**src/common_packet_channel_seq_pkg.sv**
```systemverilog
package common_packet_channel_seq_pkg;

  // ==========================================================
  // timing
  localparam int unsigned CLK_PERIOD_NS = 25;
  localparam int unsigned ACC_FRAME_NS = 10_000;
  localparam int unsigned ACC_FRAME_CYCLES = ACC_FRAME_NS / CLK_PERIOD_NS;
  localparam int unsigned MSG_PRE_NS = 5_000;
  localparam int unsigned MSG_PRE_CYCLES = MSG_PRE_NS / CLK_PERIOD_NS;

  // ==========================================================
  // register map, byte addresses
  localparam int unsigned ADDR_W = 8;
  localparam logic [7:0] REG_CTRL = 8'h00;
  localparam logic [7:0] REG_INIT_POWER = 8'h04;
  localparam logic [7:0] REG_RETRY_LIMIT = 8'h08;
  localparam logic [7:0] REG_RAMP_STEP = 8'h0C;
  localparam logic [7:0] REG_OFFSET_MAX = 8'h10;
  localparam logic [7:0] REG_MSG_OFFSET = 8'h14;
  localparam logic [7:0] REG_MSG_DELAY = 8'h18;
  localparam logic [7:0] REG_NEG_TIME = 8'h1C;
  localparam logic [7:0] REG_SUBCH_MASK = 8'h20;
  localparam logic [7:0] REG_SIG_MASK_01 = 8'h24;
  localparam logic [7:0] REG_SIG_MASK_23 = 8'h28;
  localparam logic [7:0] REG_COL_SIG_MASK = 8'h2C;
  localparam logic [7:0] REG_STATUS = 8'h30;
  localparam logic [7:0] REG_POWER = 8'h34;
  localparam int unsigned CFG_WORDS = 12;
  localparam int unsigned ALL_WORDS = 14;

  // field positions
  localparam int unsigned CTRL_SUB_EN = 0;
  localparam int unsigned RAMP_ALT_LSB = 8;

  // reset values and writable bits
  localparam logic [31:0] CFG_RST [CFG_WORDS] = '{
    32'h0000_0000, 32'h0000_0010, 32'h0000_0004, 32'h0000_0201,
    32'h0000_0008, 32'h0000_0003, 32'h0000_0320, 32'h0000_0FA0,
    32'hFFFF_FFFF, 32'hFFFF_FFFF, 32'hFFFF_FFFF, 32'h0000_FFFF};
  localparam logic [31:0] CFG_MASK [CFG_WORDS] = '{
    32'h0000_0001, 32'h0000_00FF, 32'h0000_00FF, 32'h0000_FFFF,
    32'h0000_007F, 32'h0000_00FF, 32'h0000_FFFF, 32'h0000_FFFF,
    32'hFFFF_FFFF, 32'hFFFF_FFFF, 32'hFFFF_FFFF, 32'h0000_FFFF};

  localparam logic [1:0] RESP_OKAY = 2'b00;
  localparam logic [1:0] RESP_SLVERR = 2'b10;

  // power control step codes
  localparam logic signed [2:0] STEP_DOWN_2 = -3'sd2;
  localparam logic signed [2:0] STEP_DOWN_1 = -3'sd1;
  localparam logic signed [2:0] STEP_UP_1 = 3'sd1;
  localparam logic signed [2:0] STEP_UP_2 = 3'sd2;

  localparam logic [15:0] LFSR_SEED = 16'hACE1;

  typedef enum logic [3:0] {
    ST_IDLE = 4'b0000,
    ST_PICK = 4'b0001,
    ST_OFFSET = 4'b0010,
    ST_WAIT = 4'b0011,
    ST_COLLIDE = 4'b0100,
    ST_LISTEN = 4'b0101,
    ST_MSG_WAIT = 4'b0110,
    ST_MSG_PRE = 4'b0111,
    ST_MSG = 4'b1000
  } seq_state_t;

endpackage

```
**src/packet_channel_access_sequencer.sv**
```systemverilog
// Functional notes
// - abandon request if rate status below requested rate
// - attempt start loads initial preamble power
// - attempt start loads retry counter with retry limit
// - random frame from rate's sub-channel group; random even/odd
// - random preamble signature from the rate's set
// - random collision signature from the collision set
// - random offset within plus/minus maximum per preamble
// - rate recheck before each preamble; abandon and report
// - access preamble, then collision preamble at same power
// - no indication: next group frame, new collision signature
// - retry adds normal step, alternative while timer runs
// - decrement retry counter; below zero fails, else redraw offset
// - negative indication abandons and reports failure
// - negative indication starts alternative-step timer
// - positive indication with wrong collision signature fails
// - message preamble after delay, on match and free channel
// - message preamble power is preamble power plus offset
// - message part right after message preamble, no gap
// - message power follows each power control command
// - command 00,01,10,11 map to step -2,-1,1,2
module packet_channel_access_sequencer
  import common_packet_channel_seq_pkg::*;
(
  input wire logic i_mclk,
  input wire logic i_rst,
  // AXI4-Lite slave
  input wire logic [7:0] i_awaddr,
  input wire logic i_awvalid,
  output logic o_awready,
  input wire logic [31:0] i_wdata,
  input wire logic [3:0] i_wstrb,
  input wire logic i_wvalid,
  output logic o_wready,
  output logic [1:0] o_bresp,
  output logic o_bvalid,
  input wire logic i_bready,
  input wire logic [7:0] i_araddr,
  input wire logic i_arvalid,
  output logic o_arready,
  output logic [31:0] o_rdata,
  output logic [1:0] o_rresp,
  output logic o_rvalid,
  input wire logic i_rready,
  // MAC side
  input wire logic i_access_request,
  input wire logic [1:0] i_requested_rate,
  input wire logic i_message_end,
  output logic o_busy,
  output logic o_access_success,
  output logic o_access_failure,
  // downlink indicators, same clock
  input wire logic [1:0] i_rate_status,
  input wire logic i_indicator_valid,
  input wire logic i_ack_positive,
  input wire logic i_ack_negative,
  input wire logic i_collision_valid,
  input wire logic [3:0] i_collision_sig,
  input wire logic i_channel_assignment_valid,
  input wire logic [3:0] i_channel_assignment,
  input wire logic [15:0] i_channel_status_broadcast,
  input wire logic i_power_control_valid,
  input wire logic [1:0] i_power_control_command,
  // uplink transmitter
  output logic o_access_preamble_tx,
  output logic o_collision_detect_preamble_tx,
  output logic o_message_preamble_tx,
  output logic o_message_start,
  output logic [2:0] o_access_frame,
  output logic o_sub_frame_odd,
  output logic [3:0] o_access_preamble_sig,
  output logic [3:0] o_collision_detect_preamble_sig,
  output logic signed [7:0] o_tx_offset,
  output logic [7:0] o_preamble_power,
  output logic [7:0] o_message_power
);

  // ==========================================================
  // helpers
  function automatic logic [4:0] pick_bit(input logic [15:0] m,
                                          input logic [3:0] s);
    logic [4:0] r;
    logic [3:0] k;
    r = 5'h10;
    // walk down: nearest set bit at or after s wins
    for (int i = 15; i >= 0; i--) begin
      k = s + 4'(i);
      if (m[k]) begin
        r = {1'b0, k};
      end
    end
    return r;
  endfunction

  function automatic logic [7:0] sat_add(input logic [7:0] p,
                                         input logic signed [9:0] d);
    logic signed [10:0] s;
    s = $signed({3'b000, p}) + 11'(d);
    if (s < 0) begin
      return 8'h00;
    end else if (s > 11'sd255) begin
      return 8'hFF;
    end
    return s[7:0];
  endfunction

  // ==========================================================
  // register bus
  logic [31:0] cfg [CFG_WORDS];
  logic [31:0] rd_words [ALL_WORDS];
  logic [31:0] wmask;
  logic [3:0] wr_idx;
  logic [3:0] rd_idx;
  logic wr_go;
  logic wr_hit;
  logic rd_go;
  logic rd_hit;

  assign wr_go = i_awvalid & i_wvalid & ~o_bvalid;
  assign o_awready = wr_go;
  assign o_wready = wr_go;
  assign wr_idx = i_awaddr[5:2];
  assign wr_hit = (i_awaddr[7:6] == 2'b00) && (wr_idx < 4'(CFG_WORDS));
  assign rd_go = i_arvalid & ~o_rvalid;
  assign o_arready = rd_go;
  assign rd_idx = i_araddr[5:2];
  assign rd_hit = (i_araddr[7:6] == 2'b00) && (rd_idx < 4'(ALL_WORDS));
  assign wmask = {{8{i_wstrb[3]}}, {8{i_wstrb[2]}},
                  {8{i_wstrb[1]}}, {8{i_wstrb[0]}}};

  for (genvar g = 0; g < CFG_WORDS; g++) begin : g_cfg
    logic [31:0] merged;
    assign merged = ((cfg[g] & ~wmask) | (i_wdata & wmask)) & CFG_MASK[g];
    assign rd_words[g] = cfg[g];
    always_ff @(posedge i_mclk or posedge i_rst) begin
      if (i_rst) begin
        cfg[g] <= CFG_RST[g];
      end else if (wr_go && wr_hit && wr_idx == 4'(g)) begin
        cfg[g] <= merged;
      end
    end
  end

  always_ff @(posedge i_mclk or posedge i_rst) begin
    if (i_rst) begin
      o_bvalid <= 1'b0;
      o_bresp <= RESP_OKAY;
    end else if (wr_go) begin
      o_bvalid <= 1'b1;
      o_bresp <= wr_hit ? RESP_OKAY : RESP_SLVERR;
    end else if (i_bready) begin
      o_bvalid <= 1'b0;
    end
  end

  always_ff @(posedge i_mclk or posedge i_rst) begin
    if (i_rst) begin
      o_rvalid <= 1'b0;
      o_rresp <= RESP_OKAY;
      o_rdata <= 32'h0000_0000;
    end else if (rd_go) begin
      o_rvalid <= 1'b1;
      o_rresp <= rd_hit ? RESP_OKAY : RESP_SLVERR;
      o_rdata <= rd_hit ? rd_words[rd_idx] : 32'h0000_0000;
    end else if (i_rready) begin
      o_rvalid <= 1'b0;
    end
  end

  // ==========================================================
  // configuration fields
  logic sub_en;
  logic [7:0] init_power;
  logic [7:0] retry_limit;
  logic [7:0] step_normal;
  logic [7:0] step_alt;
  logic [6:0] offset_max;
  logic [7:0] msg_offset;
  logic [15:0] msg_delay;
  logic [15:0] neg_time;
  logic [7:0] subch_mask;
  logic [15:0] sig_mask;
  logic [15:0] col_sig_mask;
  logic [31:0] sig_word;

  assign sub_en = cfg[REG_CTRL[5:2]][CTRL_SUB_EN];
  assign init_power = cfg[REG_INIT_POWER[5:2]][7:0];
  assign retry_limit = cfg[REG_RETRY_LIMIT[5:2]][7:0];
  assign step_normal = cfg[REG_RAMP_STEP[5:2]][7:0];
  assign step_alt = cfg[REG_RAMP_STEP[5:2]][RAMP_ALT_LSB +: 8];
  assign offset_max = cfg[REG_OFFSET_MAX[5:2]][6:0];
  assign msg_offset = cfg[REG_MSG_OFFSET[5:2]][7:0];
  assign msg_delay = cfg[REG_MSG_DELAY[5:2]][15:0];
  assign neg_time = cfg[REG_NEG_TIME[5:2]][15:0];
  assign col_sig_mask = cfg[REG_COL_SIG_MASK[5:2]][15:0];

  // ==========================================================
  // sequencer state
  seq_state_t state, next_state;
  logic [1:0] rate, next_rate;
  logic [7:0] power, next_power;
  logic [7:0] msg_power, next_msg_power;
  logic signed [8:0] retry, next_retry;
  logic [2:0] frame, next_frame;
  logic odd, next_odd;
  logic [3:0] pre_sig, next_pre_sig;
  logic [3:0] col_sig, next_col_sig;
  logic signed [7:0] offset, next_offset;
  logic [15:0] since_tx, next_since_tx;
  logic [7:0] pre_cnt, next_pre_cnt;
  logic pre_tx, col_tx, msg_pre_tx, msg_go, ok, fail, neg_start;
  logic last_ok, last_fail;
  logic [15:0] neg_timer;
  logic neg_running;
  logic [15:0] rnd;
  logic [8:0] frame_div;
  logic [2:0] frame_idx;
  logic frame_tick;
  logic [4:0] frame_pick, sig_pick, col_pick;
  logic [3:0] frame_start;
  logic [7:0] ramp;
  logic signed [8:0] retry_dec;
  logic signed [2:0] pc_step;
  logic rate_short;
  logic listen_retry;

  common_packet_channel_lfsr u_lfsr (
    .i_mclk(i_mclk),
    .i_rst(i_rst),
    .o_rand(rnd)
  );

  // access frame timing
  assign frame_tick = frame_div == 9'(ACC_FRAME_CYCLES - 1);
  always_ff @(posedge i_mclk or posedge i_rst) begin
    if (i_rst) begin
      frame_div <= 9'h000;
      frame_idx <= 3'h0;
    end else begin
      frame_div <= frame_tick ? 9'h000 : frame_div + 9'h001;
      frame_idx <= frame_tick ? frame_idx + 3'h1 : frame_idx;
    end
  end

  assign subch_mask = cfg[REG_SUBCH_MASK[5:2]][8 * rate +: 8];
  assign sig_word = rate[1] ? cfg[REG_SIG_MASK_23[5:2]]
                            : cfg[REG_SIG_MASK_01[5:2]];
  assign sig_mask = rate[0] ? sig_word[31:16] : sig_word[15:0];
  // retries walk on from the last frame, first pick is random
  assign frame_start = (state == ST_LISTEN) ? {1'b0, frame + 3'h1}
                                            : {1'b0, rnd[2:0]};
  assign frame_pick = pick_bit({8'h00, subch_mask}, frame_start);
  assign sig_pick = pick_bit(sig_mask, rnd[7:4]);
  assign col_pick = pick_bit(col_sig_mask, rnd[11:8]);
  assign neg_running = neg_timer != 16'h0000;
  assign ramp = neg_running ? step_alt : step_normal;
  assign retry_dec = retry - 9'sd1;
  assign rate_short = i_rate_status < rate;
  assign pc_step = i_power_control_command[1]
                 ? (i_power_control_command[0] ? STEP_UP_2 : STEP_UP_1)
                 : (i_power_control_command[0] ? STEP_DOWN_1 : STEP_DOWN_2);
  assign listen_retry = !i_ack_negative
                      && !(i_ack_positive && i_collision_valid);

  always_comb begin
    next_state = state;
    next_rate = rate;
    next_power = power;
    next_msg_power = msg_power;
    next_retry = retry;
    next_frame = frame;
    next_odd = odd;
    next_pre_sig = pre_sig;
    next_col_sig = col_sig;
    next_offset = offset;
    next_since_tx = (since_tx == 16'hFFFF) ? since_tx : since_tx + 16'h0001;
    next_pre_cnt = pre_cnt;
    pre_tx = 1'b0;
    col_tx = 1'b0;
    msg_pre_tx = 1'b0;
    msg_go = 1'b0;
    ok = 1'b0;
    fail = 1'b0;
    neg_start = 1'b0;
    case (state)
      ST_IDLE: begin
        if (i_access_request) begin
          next_rate = i_requested_rate;
          if (i_rate_status < i_requested_rate) begin
            fail = 1'b1;
          end else begin
            next_power = init_power;
            next_retry = $signed({1'b0, retry_limit});
            next_state = ST_PICK;
          end
        end
      end
      ST_PICK: begin
        if (frame_pick[4] || sig_pick[4] || col_pick[4]) begin
          fail = 1'b1;
        end else begin
          next_frame = frame_pick[2:0];
          next_odd = sub_en & rnd[15];
          next_pre_sig = sig_pick[3:0];
          next_col_sig = col_pick[3:0];
          next_state = ST_OFFSET;
        end
      end
      ST_OFFSET: begin
        // rejection draw keeps the offset uniform
        if ({1'b0, rnd[7:0]} <= {1'b0, offset_max, 1'b0}) begin
          next_offset = 8'({1'b0, rnd[7:0]} - {2'b00, offset_max});
          next_state = ST_WAIT;
        end
      end
      ST_WAIT: begin
        if (frame_tick && (frame_idx + 3'h1) == frame) begin
          if (rate_short) begin
            fail = 1'b1;
          end else begin
            pre_tx = 1'b1;
            next_since_tx = 16'h0000;
            next_state = ST_COLLIDE;
          end
        end
      end
      ST_COLLIDE: begin
        col_tx = 1'b1;
        next_state = ST_LISTEN;
      end
      ST_LISTEN: begin
        if (i_indicator_valid) begin
          if (i_ack_negative) begin
            fail = 1'b1;
            neg_start = 1'b1;
          end else if (!listen_retry) begin
            if (i_collision_sig != col_sig) begin
              fail = 1'b1;
            end else if (i_channel_assignment_valid &&
                i_channel_status_broadcast[i_channel_assignment]) begin
              next_state = ST_MSG_WAIT;
            end else begin
              fail = 1'b1;
            end
          end else if (retry_dec < 0 || frame_pick[4] || col_pick[4]) begin
            next_retry = retry_dec;
            fail = 1'b1;
          end else begin
            next_retry = retry_dec;
            next_frame = frame_pick[2:0];
            next_odd = sub_en & rnd[15];
            next_col_sig = col_pick[3:0];
            next_power = sat_add(power, $signed({2'b00, ramp}));
            next_state = ST_OFFSET;
          end
        end
      end
      ST_MSG_WAIT: begin
        if (since_tx >= msg_delay) begin
          msg_pre_tx = 1'b1;
          next_msg_power = sat_add(power, $signed({2'b00, msg_offset}));
          next_pre_cnt = 8'h00;
          next_state = ST_MSG_PRE;
        end
      end
      ST_MSG_PRE: begin
        if (pre_cnt == 8'(MSG_PRE_CYCLES - 1)) begin
          msg_go = 1'b1;
          ok = 1'b1;
          next_state = ST_MSG;
        end else begin
          next_pre_cnt = pre_cnt + 8'h01;
        end
      end
      ST_MSG: begin
        if (i_power_control_valid) begin
          next_msg_power = sat_add(msg_power, 10'(pc_step));
        end
        if (i_message_end) begin
          next_state = ST_IDLE;
        end
      end
      default: begin
        next_state = ST_IDLE;
      end
    endcase
    if (fail) begin
      next_state = ST_IDLE;
    end
  end

  always_ff @(posedge i_mclk or posedge i_rst) begin
    if (i_rst) begin
      state <= ST_IDLE;
      rate <= 2'b00;
      power <= 8'h00;
      msg_power <= 8'h00;
      retry <= 9'sd0;
      frame <= 3'h0;
      odd <= 1'b0;
      pre_sig <= 4'h0;
      col_sig <= 4'h0;
      offset <= 8'sd0;
      since_tx <= 16'h0000;
      pre_cnt <= 8'h00;
    end else begin
      state <= next_state;
      rate <= next_rate;
      power <= next_power;
      msg_power <= next_msg_power;
      retry <= next_retry;
      frame <= next_frame;
      odd <= next_odd;
      pre_sig <= next_pre_sig;
      col_sig <= next_col_sig;
      offset <= next_offset;
      since_tx <= next_since_tx;
      pre_cnt <= next_pre_cnt;
    end
  end

  // timer outlives the attempt so the next one ramps by the alternative step (2 at reset, normal is 1)
  always_ff @(posedge i_mclk or posedge i_rst) begin
    if (i_rst) begin
      neg_timer <= 16'h0000;
    end else if (neg_start) begin
      neg_timer <= neg_time;
    end else if (neg_running) begin
      neg_timer <= neg_timer - 16'h0001;
    end
  end

  always_ff @(posedge i_mclk or posedge i_rst) begin
    if (i_rst) begin
      o_access_preamble_tx <= 1'b0;
      o_collision_detect_preamble_tx <= 1'b0;
      o_message_preamble_tx <= 1'b0;
      o_message_start <= 1'b0;
      o_access_success <= 1'b0;
      o_access_failure <= 1'b0;
      last_ok <= 1'b0;
      last_fail <= 1'b0;
    end else begin
      o_access_preamble_tx <= pre_tx;
      o_collision_detect_preamble_tx <= col_tx;
      o_message_preamble_tx <= msg_pre_tx;
      o_message_start <= msg_go;
      o_access_success <= ok;
      o_access_failure <= fail;
      last_ok <= ok ? 1'b1 : (fail ? 1'b0 : last_ok);
      last_fail <= fail ? 1'b1 : (ok ? 1'b0 : last_fail);
    end
  end

  assign o_busy = state != ST_IDLE;
  assign o_access_frame = frame;
  assign o_sub_frame_odd = odd;
  assign o_access_preamble_sig = pre_sig;
  assign o_collision_detect_preamble_sig = col_sig;
  assign o_tx_offset = offset;
  assign o_preamble_power = power;
  assign o_message_power = msg_power;

  assign rd_words[REG_STATUS[5:2]] = {16'h0000, state, neg_running,
                                      last_fail, last_ok, retry};
  assign rd_words[REG_POWER[5:2]] = {16'h0000, msg_power, power};

endmodule // packet_channel_access_sequencer

```
**src/common_packet_channel_lfsr.sv**
```systemverilog
module common_packet_channel_lfsr
  import common_packet_channel_seq_pkg::*;
(
  input wire logic i_mclk,
  input wire logic i_rst,
  output logic [15:0] o_rand
);

  logic [15:0] state;
  logic feedback;

  // taps 16,14,13,11: maximal length, never zero
  assign feedback = state[15] ^ state[13] ^ state[12] ^ state[10];

  always_ff @(posedge i_mclk or posedge i_rst) begin
    if (i_rst) begin
      state <= LFSR_SEED;
    end else begin
      state <= {state[14:0], feedback};
    end
  end

  assign o_rand = state;

endmodule // common_packet_channel_lfsr

```
**config.mk**
```make
export PLATFORM = sky130hd
export DESIGN_NAME = packet_channel_access_sequencer
export DESIGN_NICKNAME = d
export VERILOG_FILES = /design/src/common_packet_channel_seq_pkg.sv /design/src/packet_channel_access_sequencer.sv /design/src/common_packet_channel_lfsr.sv
export SDC_FILE = /design/constraint.sdc
export NUM_CORES = 1
export LEC_CHECK = 0
export BUFFER_PORTS_ARGS = -buffer_cell sky130_fd_sc_hd__buf_2
export CORE_ASPECT_RATIO = 1.5
export CORE_MARGIN = 2
export CORE_UTILIZATION = 30
export CTS_BUF_LIST = sky130_fd_sc_hd__clkbuf_8
export DETAILED_ROUTE_END_ITERATION = 12
export HOLD_SLACK_MARGIN = 0.06
export PLACE_DENSITY = 0.44
export SLEW_MARGIN = 15
export SYNTH_ARGS = -nofsm -noshare
export SYNTH_HDL_FRONTEND = slang
export SYNTH_SLANG_ARGS = --single-unit
```
**constraint.sdc**
```tcl
create_clock -name i_mclk -period 19.45 [get_ports i_mclk]
set_input_delay 3.89 -clock i_mclk [delete_from_list [all_inputs] [get_ports i_mclk]]
set_output_delay 3.89 -clock i_mclk [all_outputs]
set_load 0.02 [all_outputs]
```
# After elaboration in Yosys (flattened, before gate mapping)
# Index checks and enable logic that the tools add are counted.
# op_classes
n_addsub	56
mul	0
div_mod_pow	0
n_lt_le_gt_ge	63
eq_ne	48
shift	1
n_mux	275
bitwise	37
n_reduce_logical	48
# op_table
op	n
$lt 4x5->1 const B	48
$mux 5	48
$bmux 1 s4	49
$mux 8	20
$and 32x32->32	4
$bmux 32 s4	1
$mux 32	4
$mux 16	7
$mux 1	100
$or 32x32->32	3
$mux 4	21
$add 4x4->4 const B	16
$and 16x16->16	4
$or 16x16->16	4
$mux 9	6
$pmux 8 s2	3
$pmux 4 s9	1
$ne 3x3->1 const B	11
$add 3x4->4 const B	8
$add 4x3->4 const B	8
$eq 4x3->1 const B	8
$not 32->32	1
$shiftx 32x6->8	1
$lt 9x1->1 const B	3
other kinds (63)	149
# totals
regBits	356
latch_bits	0
ram_bits	0
romBits	0
inputBits	97
output_inout_bits	84
elab_cells	568
mem_count	0

# Longest topological paths before layout
# logic_depth
depth_word	34
depth_mapped	23
ltp_nobuf	22

# Modules after synthesis
# From an unflattened synthesis, not the netlist that was laid out.
# unflattened
hier_cells	2465
area_unflattened_um2	25305.5
# modules_own_cells
mod	instances	cells_per_inst	area_per_inst_um2	seq_area_each_um2
packet_channel_access_sequencer	1	2445	24865.1	8618.3
common_packet_channel_lfsr	1	20	440.4	410.4

# Worst setup path after synthesis
# Ideal clock, no wire load.
# synth_path
path_type	input -> output
from	input i_awvalid
to	output o_wready
arrival_time_ns	4.676
path_slack_ns	10.884
cell_stages	3
cell_sequence	nand2_1 -> nor2_1 -> buf_4
# synth_between
elab_chain_len	2
# synth_rtl
item	line_no	rtl
start: declaration	packet_channel_access_sequencer.sv:29	input wire logic i_awvalid,
$and 1x1->1 (2 in a row)	packet_channel_access_sequencer.sv:119	assign wr_go = i_awvalid & i_wvalid & ~o_bvalid;
end: declaration	packet_channel_access_sequencer.sv:34	output logic o_wready,
# No other way between the ends.

# Worst setup path after layout
# layout_path
from	input i_arvalid
to	output o_arready
# layout_between
elab_chain_len	1
# layout_rtl
item	line_no	rtl
start: declaration	packet_channel_access_sequencer.sv:39	input wire logic i_arvalid,
$and 1x1->1	packet_channel_access_sequencer.sv:124	assign rd_go = i_arvalid & ~o_rvalid;
end: declaration	packet_channel_access_sequencer.sv:40	output logic o_arready,
# No other way between the ends.

==> impl_metrics.ini <==
[critical_path]
path_buf_inv = 4
critical_path.max_fanout = 34
crit_type = input pin to primary output
slowest_delay_ns = 0.42
critPathRequiredTime_ns = 15.56
path_cells = buf_2, nand2_1, buf_4, inv_1, buf_2
cp_top_family = buffers and inverters
startpoint_type = input pin
slowest_stage = buf_4
cp.arrival_ns = 4.85
crit_path_end_kind = primary output
cp_common_cell = buf_2

[timing]
finalSetupTns_ns = 0
finClkSkew_ns = 0.09345
setup_slack_ns = 10.71
final-setup-viol-count = 0
finalHoldViolCount = 0
tightest_slew_ns = 1.157
relSlewSlack_pct = 22.59
drv_slew = 0
rsz0062_at_grt = no
max_freq_mhz = 114.4
period_share_pct = 44.94
period_minus_slack_ns = 8.741

[global_routing]
grt_max_degree = 148
grt_pass1_wl_microns = 138300
antenna_found_initial = 3
overflow = 0
grt_usage_pct = 20.91
grt_pass1_vias = 21022

[layout]
nets = 2765
fill_cells = 8648
area_growth_syn_to_layout_pct = 12.83
final_area_sq_um = 28790
drive_above_1_share_pct = 31.79

[floorplanning]
die-area_sq_um = 87440
dieHeight_microns = 361.2
start_util_pct = 30.16
core.rowCount = 131
core_area_sq_um = 84580
ioPinCount = 181
die_width_microns = 242.1

[synthesis]
seq_area_frac_synth_pct = 35.39
synth_flop_cell = dfrtp_1
synth-edff-count = 0
synth-warning-count = 0
synth.avg_cell_area_sq_um = 10.41
syn_area_sq_um = 25510
synthArstFlopShare_pct = 100.0
synth-seq-cells = 354
syn-instance-count = 2451
yosysUniqueCellTypes = 95

[min_path]
hp-class = flop to flop

[clock_tree]
htreeDepth = 2
clk_pin_slew_ns = 0.06
post_cts_resize_count = 0
cts_sinks = 354
clk_path_buf_depth = 3
post_cts_buffers = 0
cts_buffers = 61
clkLatencyLatePin_ns = 0.74
cts_root_buffer = clkbuf_8
cts_tree = yes
postCtsHoldBufs = 0

[detailed_routing]
drt_iter0_drc = 1402
vias_per_cell = 5.522
antenna_left = 0
vias = 20813
wl_per_cell_microns = 24.80
drc = 0
totalWireLength_microns = 93480
firstDrtPassIters = 5

[power_and_ir_drop]
power.density_nw_per_um2 = 75.79
power.leakage_nw = 12.30
peakVddDrop_uv = 61.80

[flow_run]
drv_cap = 0

[place]
globalplace.congestion = 0.9218
place_hpwl_microns = 71050
dp_slack_ns = 10.69
place_area_sq_um = 27420
place.port_buffers = 174

[outcome]
outcome = completed
## per-layer routing
layer,track usage (%),share of wire (%)
met4,7.177,3.5
met2,38.69,52
met3,2.745,4.1
met1,24.70,40
met5,0,0.014
## final timing paths
path                       cells past startpoint                         endpoint  slack (ns)                         from
setup / recovery                               5                        o_arready       10.71                    i_arvalid
min in group asynchronous                      2   o_message_power[3]$_DFFE_PP0P_        3.38                        i_rst
hold reg to reg                                0      u_lfsr.o_rand[15]$_DFF_PP1_        0.35  u_lfsr.o_rand[14]$_DFF_PP0_
setup reg to reg                              11  o_preamble_power[1]$_DFFE_PP0P_       13.60   u_lfsr.o_rand[9]$_DFF_PP0_
hold / removal                                 0      u_lfsr.o_rand[15]$_DFF_PP1_        0.35  u_lfsr.o_rand[14]$_DFF_PP0_
max in group asynchronous                      3  o_preamble_power[1]$_DFFE_PP0P_       14.34                        i_rst
## worst register-to-register path, delay by kind of cell (launching register included)
kind            cells  cell delay [ns]
compound gates      3             0.63
fa+ha+maj           1             0.95
buf+inv             1             0.69
flops               1             0.92
mux                 2             1.25
simple gates        4             1.34
## synthesized netlist by cell type, types with 18 or more instances
cell type / n / area share, %
o21ai_0: 157 / 3.1
clkbuf_1: 80 / 1.2
buf_1: 18 / 0.26
ha_1: 80 / 3.9
a22oi_1: 30 / 0.88
nor3_1: 38 / 0.75
nand2b_1: 21 / 0.51
nand3_1: 41 / 0.80
dfstp_2: 136 / 14
nand4_1: 22 / 0.54
mux4_2: 142 / 13
a21o_1: 23 / 0.68
xnor2_1: 59 / 2.0
dfrtp_1: 218 / 21
nand2_1: 267 / 3.9
xor2_1: 43 / 1.5
a21oi_1: 103 / 2.0
a22o_1: 22 / 0.76
mux2_2: 222 / 9.8
mux2i_1: 103 / 4.0
nor2_1: 174 / 2.6
o22ai_1: 22 / 0.54
nor2b_1: 24 / 0.59
inv_1: 91 / 1.3
## where the power goes
part | leakage (nW) | switching (mW) | internal, mW
clock network | 0.765 | 0.348 | 0.411
registers | 4.19 | 0.0720 | 0.799
logic | 7.34 | 0.329 | 0.224
## cells by family (layout without fill, tap and decap cells)
| family | count (synthesis) | in the layout | synth area share (%) |
|---|---|---|---|
| AND/OR/NAND/NOR | 677 | 677 | 12.44 |
| AO/OA/AOI/OAI | 523 | 523 | 13.27 |
| multiplexers | 474 | 474 | 27.08 |
| flip-flops | 354 | 354 | 35.39 |
| buffers and inverters | 235 | 419 | 4.007 |
| XOR/XNOR | 103 | 103 | 3.566 |
| adder cells (fa/ha/maj) | 84 | 84 | 4.237 |
| other | 1 | 5 | 0.01470 |
## cells in the final DEF (no fill, tap or decap), drive strengths merged, types with 9 or more instances in the layout
cell       n
dfrtp    218
nor3      39
nor2b     24
a211oi     9
mux2     222
o22ai     22
mux2i    104
o21ai    172
a31oi     15
xor2      44
o2bb2ai    9
nand3     41
o21bai    11
and2      11
nor4      14
nand2b    21
o211ai    12
nand2    267
nand4     23
buf      203
ha        80
nand3b    11
and3      17
a221oi     9
nor2     174
a21oi    105
a21o      23
o31ai     15
xnor2     59
inv      116
dfstp    136
a22oi     31
clkinv    14
mux4     148
clkbuf    80
a22o      22
## layout make-up
| cell class | count | area [sq um] | area share [%] |
|---|---|---|---|
| Antenna cell | 3 | 7.507 | 0.02608 |
| Clock buffer | 80 | 1101 | 3.825 |
| Clock inverter | 35 | 255.2 | 0.8867 |
| Inverter | 101 | 386.6 | 1.343 |
| Multi-Input combinational cell | 1863 | 15480 | 53.79 |
| Sequential cell | 354 | 9034 | 31.38 |
| Tap cell | 1130 | 1414 | 4.912 |
| Timing Repair Buffer | 203 | 1104 | 3.834 |
## stage by stage
stage                     power, mW  std cells  hold WS (ns)  utilization [%]
after floorplan               1.262       2452        0.3330                -
after global placement        1.428       3651        0.3424            32.42
after detailed placement      1.436       3651        0.3465            32.42
after CTS                     2.209       3766        0.3521            34.03
after global routing          2.289       3768        0.3537            34.03
final                         2.182       3769        0.3530            34.03
Note: power is estimated with default switching activity, not from simulation.
